`config.mk`:
```
export PLATFORM = sky130hd
export DESIGN_NAME = sfe_sequencer
export DESIGN_NICKNAME = d
export VERILOG_FILES = /design/src/include/sfe_pkg.sv /design/src/design/sfe_sequencer.sv
export SDC_FILE = /design/constraint.sdc
export NUM_CORES = 1
export LEC_CHECK = 0
export ABC_CLOCK_PERIOD_IN_PS = 9850
export BUFFER_PORTS_ARGS = -buffer_cell sky130_fd_sc_hd__buf_2
export CORE_ASPECT_RATIO = 0.5
export CORE_MARGIN = 4
export CORE_UTILIZATION = 40
export CTS_CLUSTER_DIAMETER = 100
export CTS_CLUSTER_SIZE = 30
export DETAILED_ROUTE_END_ITERATION = 8
export GPL_TIMING_DRIVEN = 0
export PLACE_DENSITY_LB_ADDON = 0.05
export SKIP_LAST_GASP = 1
export SLEW_MARGIN = 20
export SYNTH_ARGS = -nofsm -noshare
export SYNTH_HDL_FRONTEND = slang
export SYNTH_SLANG_ARGS = --single-unit
export TNS_END_PERCENT = 20
```
`constraint.sdc`:
```
create_clock -name clk -period 9.85 [get_ports clk]
set_input_delay 1.4775 -clock clk [delete_from_list [all_inputs] [get_ports clk]]
set_output_delay 1.4775 -clock clk [all_outputs]
set_load 0.03 [all_outputs]
```
`src/include/sfe_pkg.sv`:
```
// Shared constants and types for the serial flash erase and read sequencer.
// Contract
// - A dual read carries an eight-bit mode byte right after its address.
// - Mode pair 1,0 makes the next dual read start directly with address.
// - Any other mode pair returns the device to full opcode decoding.
// - A continuous-read reset clears the opcode-less state.
// - Opcode 81h clears one 256-byte page, three address bytes and no dummy byte.
// - Sector clear accepts any address; bit 12 upward picks the sector.
// - Sector and block clears end exactly on a byte boundary or die.
// - Opcodes 20, 52 and D8 are sector, 32K and 64K clears.
// - Opcodes 60 and C7 are whole-array clear without address.
// - A valid clear runs self-timed with busy high, then clears latch.
// - Status reads keep working during a clear cycle.
// - A protected sector is not cleared.
// - A protected 32K block stays intact but the latch is still reset.
// - A protected 64K block is not cleared.
// - Whole-array clear runs only when nothing is protected.
// - The 32K clear sets its whole block to ones from any address.
// - The 64K clear sets its whole block to ones from any address.
// - The upper data lines are ignored during clears.
// - Dual read moves address and mode two bits per clock, then data.
// - A dual read during a busy cycle is rejected harmlessly.
package sfe_pkg;

  localparam int ADDR_W = 18;
  localparam int RX_W = 24;

  localparam logic [7:0] OP_WR_EN = 8'h06;
  localparam logic [7:0] OP_RDSR = 8'h05;
  localparam logic [7:0] OP_PAGE = 8'h81;
  localparam logic [7:0] OP_SECT = 8'h20;
  localparam logic [7:0] OP_B32 = 8'h52;
  localparam logic [7:0] OP_B64 = 8'hD8;
  localparam logic [7:0] OP_CHIP_A = 8'h60;
  localparam logic [7:0] OP_CHIP_B = 8'hC7;
  localparam logic [7:0] OP_DREAD = 8'hBB;
  localparam logic [7:0] OP_CRRST = 8'hFF;

  // Bit and clock counts within one select frame.
  localparam logic [5:0] OPC_BITS = 6'h08;
  localparam logic [5:0] SER_BITS = 6'h20;
  localparam logic [5:0] DADDR_LAST = 6'h0B;
  localparam logic [5:0] DMODE_LAST = 6'h03;
  localparam logic [5:0] CNT_MAX = 6'h3F;
  localparam logic [1:0] CONT_KEY = 2'h2;
  localparam int MODE_LO = 4;

  // Region sizes as address bit counts.
  localparam int PAGE_SH = 8;
  localparam int SECT_SH = 12;
  localparam int B32_SH = 15;
  localparam int B64_SH = 16;

  typedef enum logic [2:0] {
    K_PAGE, K_SECT, K_B32, K_B64, K_CHIP
  } sfe_kind_t;

  typedef struct packed {
    sfe_kind_t kind;
    logic [ADDR_W-1:0] addr;
  } sfe_erase_t;

  typedef enum logic [2:0] {
    ST_IDLE, ST_OPC, ST_ADDR, ST_DADDR, ST_DMODE, ST_DDATA, ST_STAT, ST_SKIP
  } sfe_state_t;

endpackage

```
`src/design/sfe_sequencer.sv`:
```
// Serial flash command decode, clear sequencing and dual read front end.
`timescale 1ns/1ps
module sfe_sequencer
  import sfe_pkg::*;
#(
  parameter int PAGE_CYC = 2000,
  parameter int SECT_CYC = 5000,
  parameter int B32_CYC = 8000,
  parameter int B64_CYC = 10000,
  parameter int CHIP_CYC = 20000
) (
  input wire logic clk,
  input wire logic srst,
  input wire logic selN,
  input wire logic sclk,
  input wire logic [1:0] sioIn,
  output logic [1:0] sioOut,
  output logic [1:0] sioOe,
  input wire logic [4:0] protectBits,
  input wire logic [7:0] arrayData,
  output logic [ADDR_W-1:0] arrayRdAddr,
  output logic eraseValid,
  output sfe_erase_t eraseReq,
  output logic writeInProgress,
  output logic writeEnableLatch,
  output logic contReadActive
);

  // Address mask covering one region of the given kind.
  function automatic logic [ADDR_W-1:0] kindMask(sfe_kind_t k);
    logic [ADDR_W-1:0] m;
    m = '1;
    unique case (k)
      K_PAGE: m = ADDR_W'((1 << PAGE_SH) - 1);
      K_SECT: m = ADDR_W'((1 << SECT_SH) - 1);
      K_B32: m = ADDR_W'((1 << B32_SH) - 1);
      K_B64: m = ADDR_W'((1 << B64_SH) - 1);
      K_CHIP: m = '1;
    endcase
    return m;
  endfunction

  // Protection covers the top of the array, doubling from one sector per step.
  // The region is protected if its highest address falls in that span.
  function automatic logic isProt(logic [ADDR_W-1:0] a, sfe_kind_t k,
                                  logic [4:0] bp);
    logic [ADDR_W-1:0] top;
    logic [ADDR_W-1:0] ones;
    int sb;
    top = a | kindMask(k);
    ones = '1;
    sb = SECT_SH + int'(bp) - 1;
    if (bp == 5'h0) begin
      return 1'b0;
    end
    if (k == K_CHIP || sb >= ADDR_W) begin
      return 1'b1;
    end
    return (top >> sb) == (ones >> sb);
  endfunction

  function automatic logic [23:0] cycFor(sfe_kind_t k);
    logic [23:0] c;
    c = 24'(CHIP_CYC);
    unique case (k)
      K_PAGE: c = 24'(PAGE_CYC);
      K_SECT: c = 24'(SECT_CYC);
      K_B32: c = 24'(B32_CYC);
      K_B64: c = 24'(B64_CYC);
      K_CHIP: c = 24'(CHIP_CYC);
    endcase
    return c;
  endfunction

  // Pin synchronisers; the second stage feeds the logic, and a third copy of select and clock finds edges.
  logic selS1, selS2, selPrev;
  logic sclkS1, sclkS2, sclkPrev;
  logic [1:0] sioS1, sioS2;

  always_ff @(posedge clk) begin
    if (srst) begin
      selS1 <= 1'b1;
      selS2 <= 1'b1;
      selPrev <= 1'b1;
      sclkS1 <= 1'b0;
      sclkS2 <= 1'b0;
      sclkPrev <= 1'b0;
      sioS1 <= 2'h0;
      sioS2 <= 2'h0;
    end else begin
      selS1 <= selN;
      selS2 <= selS1;
      selPrev <= selS2;
      sclkS1 <= sclk;
      sclkS2 <= sclkS1;
      sclkPrev <= sclkS2;
      sioS1 <= sioIn;
      sioS2 <= sioS1;
    end
  end

  logic riseEdge, fallEdge, selRise, selFall, selLow;
  assign riseEdge = sclkS2 & ~sclkPrev & ~selS2;
  assign fallEdge = ~sclkS2 & sclkPrev & ~selS2;
  assign selRise = selS2 & ~selPrev;
  assign selFall = ~selS2 & selPrev;
  assign selLow = ~selS2;

  sfe_state_t state_reg, state_next;
  logic [5:0] bitCnt_reg, bitCnt_next;
  logic [7:0] opc_reg, opc_next;
  logic [RX_W-1:0] rx_reg, rx_next;
  logic [7:0] mode_reg, mode_next;
  logic cont_reg, cont_next;
  logic latch_reg, latch_next;
  logic prog_reg, prog_next;
  logic [23:0] busy_reg, busy_next;
  sfe_kind_t busyKind_reg, busyKind_next;
  logic [ADDR_W-1:0] rdAddr_reg, rdAddr_next;
  logic [7:0] dataSh_reg, dataSh_next;
  logic [1:0] out_reg, out_next;
  logic [1:0] oe_reg, oe_next;
  logic ev_reg, ev_next;
  sfe_erase_t req_reg, req_next;

  // Next-state logic for the frame decoder and the self-timed cycle.
  // Upper data lines have no port at all, so clears cannot see them.
  always_comb begin
    logic [7:0] newOp;
    logic [7:0] newMode;
    logic [7:0] statusByte;
    logic startOk;
    sfe_kind_t k;
    logic prot;
    newOp = {opc_reg[6:0], sioS2[0]};
    newMode = {mode_reg[5:0], sioS2[1], sioS2[0]};
    statusByte = {6'h00, latch_reg, prog_reg};
    startOk = 1'b0;
    k = K_CHIP;
    prot = 1'b0;
    state_next = state_reg;
    bitCnt_next = bitCnt_reg;
    opc_next = opc_reg;
    rx_next = rx_reg;
    mode_next = mode_reg;
    cont_next = cont_reg;
    latch_next = latch_reg;
    prog_next = prog_reg;
    busy_next = busy_reg;
    busyKind_next = busyKind_reg;
    rdAddr_next = rdAddr_reg;
    dataSh_next = dataSh_reg;
    out_next = out_reg;
    oe_next = oe_reg;
    ev_next = 1'b0;
    req_next = req_reg;

    // Self-timed countdown; the end drops busy and the latch together.
    if (prog_reg) begin
      if (busy_reg == 24'h00_0000) begin
        prog_next = 1'b0;
        latch_next = 1'b0;
      end else begin
        busy_next = busy_reg - 24'h00_0001;
      end
    end

    if (selFall) begin
      bitCnt_next = 6'h00;
      oe_next = 2'h0;
      if (cont_reg) begin
        // Opcode-less read, but never while a cycle is running.
        state_next = prog_reg ? ST_SKIP : ST_DADDR;
      end else begin
        state_next = ST_OPC;
      end
    end else if (selRise) begin
      oe_next = 2'h0;
      state_next = ST_IDLE;
      unique case (opc_reg)
        OP_PAGE: k = K_PAGE;
        OP_SECT: k = K_SECT;
        OP_B32: k = K_B32;
        OP_B64: k = K_B64;
        default: k = K_CHIP;
      endcase
      // Clears need the latch, an idle device and an exact byte boundary.
      if (state_reg == ST_ADDR && bitCnt_reg == SER_BITS) begin
        startOk = latch_reg && !prog_reg;
      end
      if (state_reg == ST_OPC && bitCnt_reg == OPC_BITS) begin
        if (opc_reg == OP_CHIP_A || opc_reg == OP_CHIP_B) begin
          startOk = latch_reg && !prog_reg;
        end
        if (opc_reg == OP_WR_EN && !prog_reg) begin
          latch_next = 1'b1;
        end
        if (opc_reg == OP_CRRST) begin
          cont_next = 1'b0;
        end
      end
      // A frame that leaves an opcode-less read early is the reset sequence.
      if (state_reg == ST_DADDR) begin
        cont_next = 1'b0;
      end
      if (startOk) begin
        // Region base ignores the low address bits for any address inside.
        req_next.addr = rx_reg[ADDR_W-1:0] & ~kindMask(k);
        req_next.kind = k;
        prot = isProt(rx_reg[ADDR_W-1:0], k, protectBits);
        if (!prot) begin
          prog_next = 1'b1;
          busy_next = cycFor(k);
          busyKind_next = k;
          ev_next = 1'b1;
        end else if (k == K_B32) begin
          // Array untouched, yet the cycle still ends by dropping the latch.
          prog_next = 1'b1;
          busy_next = cycFor(k);
          busyKind_next = k;
        end
      end
    end else if (riseEdge) begin
      // Command phases saturate so an overlong frame never looks exact;
      // data phases wrap so long reads keep their byte rhythm.
      if (bitCnt_reg != CNT_MAX || state_reg == ST_STAT ||
          state_reg == ST_DDATA) begin
        bitCnt_next = bitCnt_reg + 6'h01;
      end
      unique case (state_reg)
        ST_OPC: begin
          if (bitCnt_reg < OPC_BITS) begin
            opc_next = newOp;
          end
          if (bitCnt_reg == OPC_BITS - 6'h01) begin
            bitCnt_next = OPC_BITS;
            if (newOp == OP_RDSR) begin
              state_next = ST_STAT;
              bitCnt_next = 6'h00;
            end else if (newOp == OP_DREAD) begin
              state_next = prog_reg ? ST_SKIP : ST_DADDR;
              bitCnt_next = 6'h00;
            end else if (newOp == OP_PAGE || newOp == OP_SECT ||
                         newOp == OP_B32 || newOp == OP_B64) begin
              state_next = ST_ADDR;
            end
          end
        end
        ST_ADDR: rx_next = {rx_reg[RX_W-2:0], sioS2[0]};
        ST_DADDR: begin
          rx_next = {rx_reg[RX_W-3:0], sioS2[1], sioS2[0]};
          if (bitCnt_reg == DADDR_LAST) begin
            state_next = ST_DMODE;
            bitCnt_next = 6'h00;
            rdAddr_next = rx_next[ADDR_W-1:0];
          end
        end
        ST_DMODE: begin
          mode_next = newMode;
          if (bitCnt_reg == DMODE_LAST) begin
            state_next = ST_DDATA;
            bitCnt_next = 6'h00;
            cont_next = (newMode[MODE_LO+1:MODE_LO] == CONT_KEY);
          end
        end
        default: ;
      endcase
    end else if (fallEdge) begin
      // Rising edges alone advance the count; a fall only shifts out what
      // that count points at, so one bus clock never counts twice.
      if (state_reg == ST_STAT) begin
        // Status is taken live each bit, so busy can drop mid-byte.
        out_next = {statusByte[~bitCnt_reg[2:0]], 1'b0};
        oe_next = 2'h2;
      end else if (state_reg == ST_DDATA) begin
        oe_next = 2'h3;
        if (bitCnt_reg[1:0] == 2'h0) begin
          out_next = arrayData[7:6];
          dataSh_next = {arrayData[5:0], 2'h0};
          rdAddr_next = rdAddr_reg + ADDR_W'(1);
        end else begin
          out_next = dataSh_reg[7:6];
          dataSh_next = {dataSh_reg[5:0], 2'h0};
        end
      end
    end
  end

  // Registers for the decoder and cycle state.
  always_ff @(posedge clk) begin
    if (srst) begin
      state_reg <= ST_IDLE;
      bitCnt_reg <= 6'h00;
      opc_reg <= 8'h00;
      rx_reg <= '0;
      mode_reg <= 8'h00;
      cont_reg <= 1'b0;
      latch_reg <= 1'b0;
      prog_reg <= 1'b0;
      busy_reg <= 24'h00_0000;
      busyKind_reg <= K_PAGE;
      rdAddr_reg <= '0;
      dataSh_reg <= 8'h00;
      out_reg <= 2'h0;
      oe_reg <= 2'h0;
      ev_reg <= 1'b0;
      req_reg <= '0;
    end else begin
      state_reg <= state_next;
      bitCnt_reg <= bitCnt_next;
      opc_reg <= opc_next;
      rx_reg <= rx_next;
      mode_reg <= mode_next;
      cont_reg <= cont_next;
      latch_reg <= latch_next;
      prog_reg <= prog_next;
      busy_reg <= busy_next;
      busyKind_reg <= busyKind_next;
      rdAddr_reg <= rdAddr_next;
      dataSh_reg <= dataSh_next;
      out_reg <= out_next;
      oe_reg <= oe_next;
      ev_reg <= ev_next;
      req_reg <= req_next;
    end
  end

  // All outputs come straight from flip-flops.
  assign sioOut = out_reg;
  assign sioOe = oe_reg;
  assign arrayRdAddr = rdAddr_reg;
  assign eraseValid = ev_reg;
  assign eraseReq = req_reg;
  assign writeInProgress = prog_reg;
  assign writeEnableLatch = latch_reg;
  assign contReadActive = cont_reg;
endmodule

```
==> impl_metrics.py, run 1 <==
metrics = {
    "status": {
        "status": "finished, final reports clean",
    },
    "job": {
        "drv_cap": 0,
    },
    "synth": {
        "ys_warn_count": 0,
        "synthArstFlopShare_pct": 0,
        "synth_seq_cells": 118,
        "synthCells": 951,
        "synth_fa_ha_area_share_pct": 2.18,
        "synth_xor_area_share_pct": 3.63,
        "synthDistinctLibCells": 89,
        "syn-mean-instance-area_um2": 7.86,
        "muxShareOfSynthArea_pct": 5.39,
        "synth_top_family_by_area": "simple AND/OR/NAND/NOR gates",
        "synth_edf_count": 0,
        "ys_seq_area_share_pct": 31.6,
        "synth_simple_gate_area_share_pct": 30.4,
        "synth-compound-area-share_pct": 20.9,
        "netlist_area_mm2": 0.00747,
        "synthFlopType": "dfxtp_1",
    },
    "route": {
        "vias_per_cell": 5.87,
        "drt_iter0_drc": 651,
        "route.antenna.remaining_nets": 0,
        "drc": 0,
        "wl_per_cell_um": 19.2,
        "vias": 7549,
        "routed_wl_um": 24600,
        "firstDrtPassIters": 5,
    },
    "sta": {
        "setup_viol": 0,
        "fin_skew_ns": 0.00836,
        "fmax_mhz": 187,
        "relSlewSlack_pct": 28.1,
        "fin_crit_ns": 5.35,
        "slew_violations": 0,
        "hold_viol_final": 0,
        "rsz0062_at_grt": "no",
        "period_share_pct": 54.3,
        "setup_tns_ns": 0,
        "tightest_slew_ns": 1.07,
    },
    "final_layout": {
        "n_antenna_cell": 0,
        "num-fill-cells": 1907,
        "final_cell_count_no_fill": 1285,
        "drive_gt1_share_pct": 15.3,
        "ff_latch_area_mm2": 0.00236,
        "nNetsFinal": 1064,
        "area.growth.synth_to_final_pct": 16.1,
        "largest_register_ffs": 24,
        "multiInputGateArea_mm2": 0.00469,
    },
    "cts": {
        "cts.repair.resized": 0,
        "clk_pin_slew_worst_paths_ns": 0.06,
        "insertion_delay_ns": 0.42,
        "clock_path_buffers": 2,
        "htree_levels": 4,
        "postCtsHoldBufs": 0,
        "numClockSinks": 118,
        "root_buffer": "clkbuf_16",
        "cts_buffers": 17,
        "cts_setup_buffers": 0,
        "cts_tree": "yes",
    },
    "floorplan": {
        "dieArea_mm2": 0.0211,
        "io_pins": 66,
        "die_h_um": 105,
        "start_util_pct": 40.7,
        "core_area_mm2": 0.0183,
        "rows": 35,
        "die_w_um": 201,
    },
    "global_routing": {
        "grt.busiest_layer": "met1",
        "grt_pass1_vias": 6951,
        "met1_usage_pct": 35.9,
        "grt_first_pass_wirelength_um": 39400,
        "grtUsageMet3_pct": 5.18,
        "track_usage_pct": 23.2,
        "grt_max_degree": 17,
        "met2_usage_pct": 33.0,
        "gr-total-overflow": 0,
        "antenna_found_initial": 0,
    },
    "worst_setup_path": {
        "startpoint_type": "primary input",
        "path_class": "primary input to register",
        "critPathRequiredTime_ns": 10.12,
        "cp.arrival_ns": 5.62,
        "worstPathMaxFanout": 10,
        "cp-startpoint": "protectBits[0]",
        "r2r-start": "opc_reg[3]$_SDFFE_PP0P_",
        "critPathCaptureType": "register",
    },
    "worst_hold_path": {
        "hp-class": "register to register",
        "min_from": "selS1$_SDFF_PP1_",
    },
    "pwr": {
        "powerDensity_mw_per_mm2": 141,
        "p_leak_nw": 3.28,
        "max-vdd-ir-drop_uv": 93.9,
    },
    "placement": {
        "hpwl_um": 18300,
        "port-buffer-count": 55,
        "gp_congestion": 0.966,
        "dp.cells": 1253,
    },
}
==> worst paths after layout <==
check	to	depth (start not counted)	slack, ns
setup / recovery	busy_reg[9]$_SDFF_PP0_	18	4.50
hold / removal	selS2$_SDFF_PP1_	1	0.42
setup reg to reg	busy_reg[21]$_SDFF_PP0_	12	6.16
hold reg to reg	selS2$_SDFF_PP1_	1	0.42
==> worst max-delay path, stage by stage <==
cell      delay, ns
buf_2          0.16
buf_2          0.22
inv_1          0.21
ha_1           0.33
inv_1          0.07
ha_1           0.29
clkbuf_1       0.43
clkinv_1       0.42
nand2_1        0.33
o21ai_0        0.12
a221oi_1       0.29
nand4_1        0.18
o31ai_2        0.32
nand4_4        0.17
nor2_8         0.20
a21o_1         0.15
buf_6          0.16
a31oi_1        0.09
==> power breakdown <==
part	switching, mW	internal [mW]
logic	0.0676	0.0305
clock network	0.242	0.399
registers	0.00179	0.479
==> kinds of logic after synthesis <==
group / Yosys count
AOI/OAI and AO/OA: 213
DFF: 118
muxes: 37
buffers and inverters: 99
and+or+nand+nor: 439
other: 1
adders and majority gates: 13
xor gates and xnor gates: 31
==> cells in the final DEF, fill, tap and decap left out, types with 7 or more instances in the layout <==
cell         n
nor2_1     134
dfxtp_1    118
nand2_1     86
buf_2       61
clkbuf_1    56
nand3_1     53
a21oi_1     45
o21ai_0     37
mux2i_1     29
nor3_1      22
nor4_1      20
xnor2_1     19
a311oi_1    19
inv_1       18
nand4_1     18
a211oi_1    17
clkbuf_16   17
nor2b_1     16
ha_1        13
xor2_1      12
nand2b_1    11
and3_1      11
buf_4       10
or3_1       10
a22oi_1     10
nor3_2      10
or2_2        8
conb_1       8
o31ai_1      7
==> metal layers <==
layer | routed length [um] | up-vias
li1 | - | 3621
met1 | 12800 | 3661
met2 | 10100 | 247
met3 | 1540 | 20
met4 | 233 | 0
met5 | 0 | -
==> cell usage after synthesis, drive strengths merged (16+ instances only) <==
cell | number | area share, %
a21oi | 46 | 3.2
nor3 | 32 | 2.8
nor4 | 22 | 2.1
xnor2 | 19 | 2.2
nor2 | 135 | 7.0
clkbuf | 58 | 2.9
buf | 21 | 2.0
nand4 | 19 | 1.8
nand2 | 86 | 4.3
a211oi | 19 | 2.0
inv | 18 | 0.90
dfxtp | 118 | 32
nor2b | 16 | 1.3
a311oi | 19 | 2.2
o21ai | 40 | 2.7
mux2i | 29 | 3.9
nand3 | 54 | 3.7
==> layout make-up <==
class,instances,area share (%)
Tap cell,240,3.46
Sequential cell,118,27.2
Timing Repair Buffer,55,3.17
Clock buffer,17,4.90
Clock inverter,15,2.06
Inverter,20,0.865
Buffer,79,4.22
Multi-Input combinational cell,741,54.1
==> metrics by stage <==
step | util (%) | power (mW) | setup WS [ns] | instance area [um^2] | hold slack, ns
CTS | 47.3 | 1.23 | 4.58 | 8680 | 0.427
finish | 47.3 | 1.22 | 4.50 | 8680 | 0.424
floorplan | - | 0.559 | 5.19 | 7500 | 0.389
global route | 47.3 | 1.26 | 4.28 | 8680 | 0.431
detailed placement | 44.0 | 0.588 | 4.15 | 8070 | 0.411
global placement | 44.0 | 0.588 | 4.16 | 8070 | 0.399
(Power assumes the default switching activity.)
==> run 2, diff against run 1 <==
ABC_CLOCK_PERIOD_IN_PS = 4800   (was 9850)
clock period = 4.8 ns   (was 9.85 ns; I/O delays follow)
==> run 2 against run 1 <==
Effect of this change: core utilization about the same; largest power group unchanged; combinational power grew 110%; critical endpoint unchanged; die area is the same; via count grew 0.21%; critical path depth unchanged; highest routed layer unchanged.
==> impl_metrics.py, run 2 (synthesized netlist as in run 1, its figures left out) <==
metrics = {
    "worst_setup_path": {
        "worstPathMaxFanout": 10,
        "path_class": "primary input to register",
        "cp.arrival_ns": 4.84,
        "path_cells": "buf_2, buf_2, inv_1, ha_1, inv_1, ha_1, clkbuf_1, clkinvlp_4, nand2_1, o21ai_0, a221oi_1, nand4_1, o31ai_2, nand4_4, nor2_8, a21o_1, buf_6, a31oi_1",
        "r2r_cells": 12,
        "critPathRequiredTime_ns": 5.07,
        "cpPeakStageDelay_ns": 0.47,
        "startpoint_type": "primary input",
        "critPathCaptureType": "register",
        "slowest_stage": "clkbuf_1",
    },
    "placement": {
        "dp.cells": 1253,
        "port-buffer-count": 55,
        "gp_congestion": 0.966,
        "hpwl_um": 18300,
        "place_ws_ns": -0.146,
        "post_dp_cell_area_mm2": 0.00807,
    },
    "global_routing": {
        "grt_pass1_vias": 6951,
        "grt_max_degree": 17,
        "grt_first_pass_wirelength_um": 39400,
        "antenna_found_initial": 0,
        "track_usage_pct": 23.2,
        "gr-total-overflow": 0,
    },
    "sta": {
        "fin_skew_ns": 0.00826,
        "setup_tns_ns": 0,
        "setup_ws_ns": 0.228,
        "holdWs_ns": 0.424,
        "hold_viol_final": 0,
        "fin_crit_ns": 4.57,
        "period_share_pct": 95.2,
        "relSlewSlack_pct": 27.7,
        "setup_viol": 0,
        "slew_violations": 0,
        "fmax_mhz": 219,
        "tightest_slew_ns": 1.07,
    },
    "pwr": {
        "max-vdd-ir-drop_uv": 191,
        "total_power_mw": 2.50,
        "p_leak_nw": 3.28,
        "powerDensity_mw_per_mm2": 288,
    },
    "final_layout": {
        "post-route-util_pct": 47.3,
        "mostFrequentLayoutCells": "nor2_1, dfxtp_1, nand2_1",
        "largest_register_ffs": 24,
        "ff_latch_area_mm2": 0.00236,
        "final_area_mm2": 0.00868,
        "multiInputGateArea_mm2": 0.00469,
        "final_cell_count_no_fill": 1285,
        "num-fill-cells": 1908,
        "mostFrequentLayoutCell": "nor2_1",
        "drive_gt1_share_pct": 15.4,
        "area.growth.synth_to_final_pct": 16.2,
        "nNetsFinal": 1064,
        "n_antenna_cell": 0,
    },
    "floorplan": {
        "rows": 35,
        "dieArea_mm2": 0.0211,
        "io_pins": 66,
        "start_util_pct": 40.7,
        "core_area_mm2": 0.0183,
        "die_h_um": 105,
        "die_w_um": 201,
    },
    "route": {
        "firstDrtPassIters": 5,
        "drc": 0,
        "vias_per_cell": 5.89,
        "routed_wl_um": 24500,
        "route.antenna.remaining_nets": 0,
        "wl_per_cell_um": 19.1,
        "drt_iter0_drc": 646,
        "vias": 7565,
    },
    "worst_hold_path": {
        "hp-class": "register to register",
        "whs_path_depth": 1,
    },
    "job": {
        "drv_cap": 0,
    },
    "cts": {
        "postCtsHoldBufs": 0,
        "insertion_delay_ns": 0.42,
        "htree_levels": 4,
        "root_buffer": "clkbuf_16",
        "cts_buffers": 17,
        "clk_pin_slew_worst_paths_ns": 0.06,
        "clock_path_buffers": 2,
        "numClockSinks": 118,
        "cts_setup_buffers": 0,
        "cts_tree": "yes",
        "cts.repair.resized": 0,
    },
    "status": {
        "status": "finished, final reports clean",
    },
}
[run 2: changes by cell type in the layout (fill, tap and decap cells not counted)]
cell        previous run  this run
clkinvlp_4             1         2
clkinv_1               2         1
[run 2: cell type report]
cell class	count	share of cell area [%]
Multi-Input combinational cell	741	54.1
Sequential cell	118	27.2
Clock buffer	17	4.90
Buffer	79	4.22
Tap cell	240	3.46
Timing Repair Buffer	55	3.17
Clock inverter	15	2.06
Inverter	20	0.908
[run 2: worst paths after layout]
kind | start | endpoint | slack [ns]
max reg2reg | opc_reg[3]$_SDFFE_PP0P_ | busy_reg[21]$_SDFF_PP0_ | 1.10
max | protectBits[0] | busy_reg[9]$_SDFF_PP0_ | 0.23
min | selS1$_SDFF_PP1_ | selS2$_SDFF_PP1_ | 0.42
min reg2reg | selS1$_SDFF_PP1_ | selS2$_SDFF_PP1_ | 0.42
[run 2: worst max-delay path, delay by kind of cell]
family,cells,cell delay (ns)
AOI/OAI and AO/OA,5,0.96
adders and majority gates,2,0.62
buffers and inverters,7,1.68
and+or+nand+nor,4,0.84
[run 2: power breakdown]
part	leakage [nW]	internal (mW)	switching, mW
Combinational	2.03	0.0628	0.139
Sequential	0.952	0.984	0.00370
Clock	0.298	0.819	0.495
Total	3.28	1.87	0.637
[run 2: routing by layer]
metal	track usage (%)	up-vias	part of all wire (%)
met1	35.9	3655	51
li1	-	3620	-
met3	5.18	22	6.9
met5	0	-	0
met4	4.39	0	0.92
met2	33.0	268	41
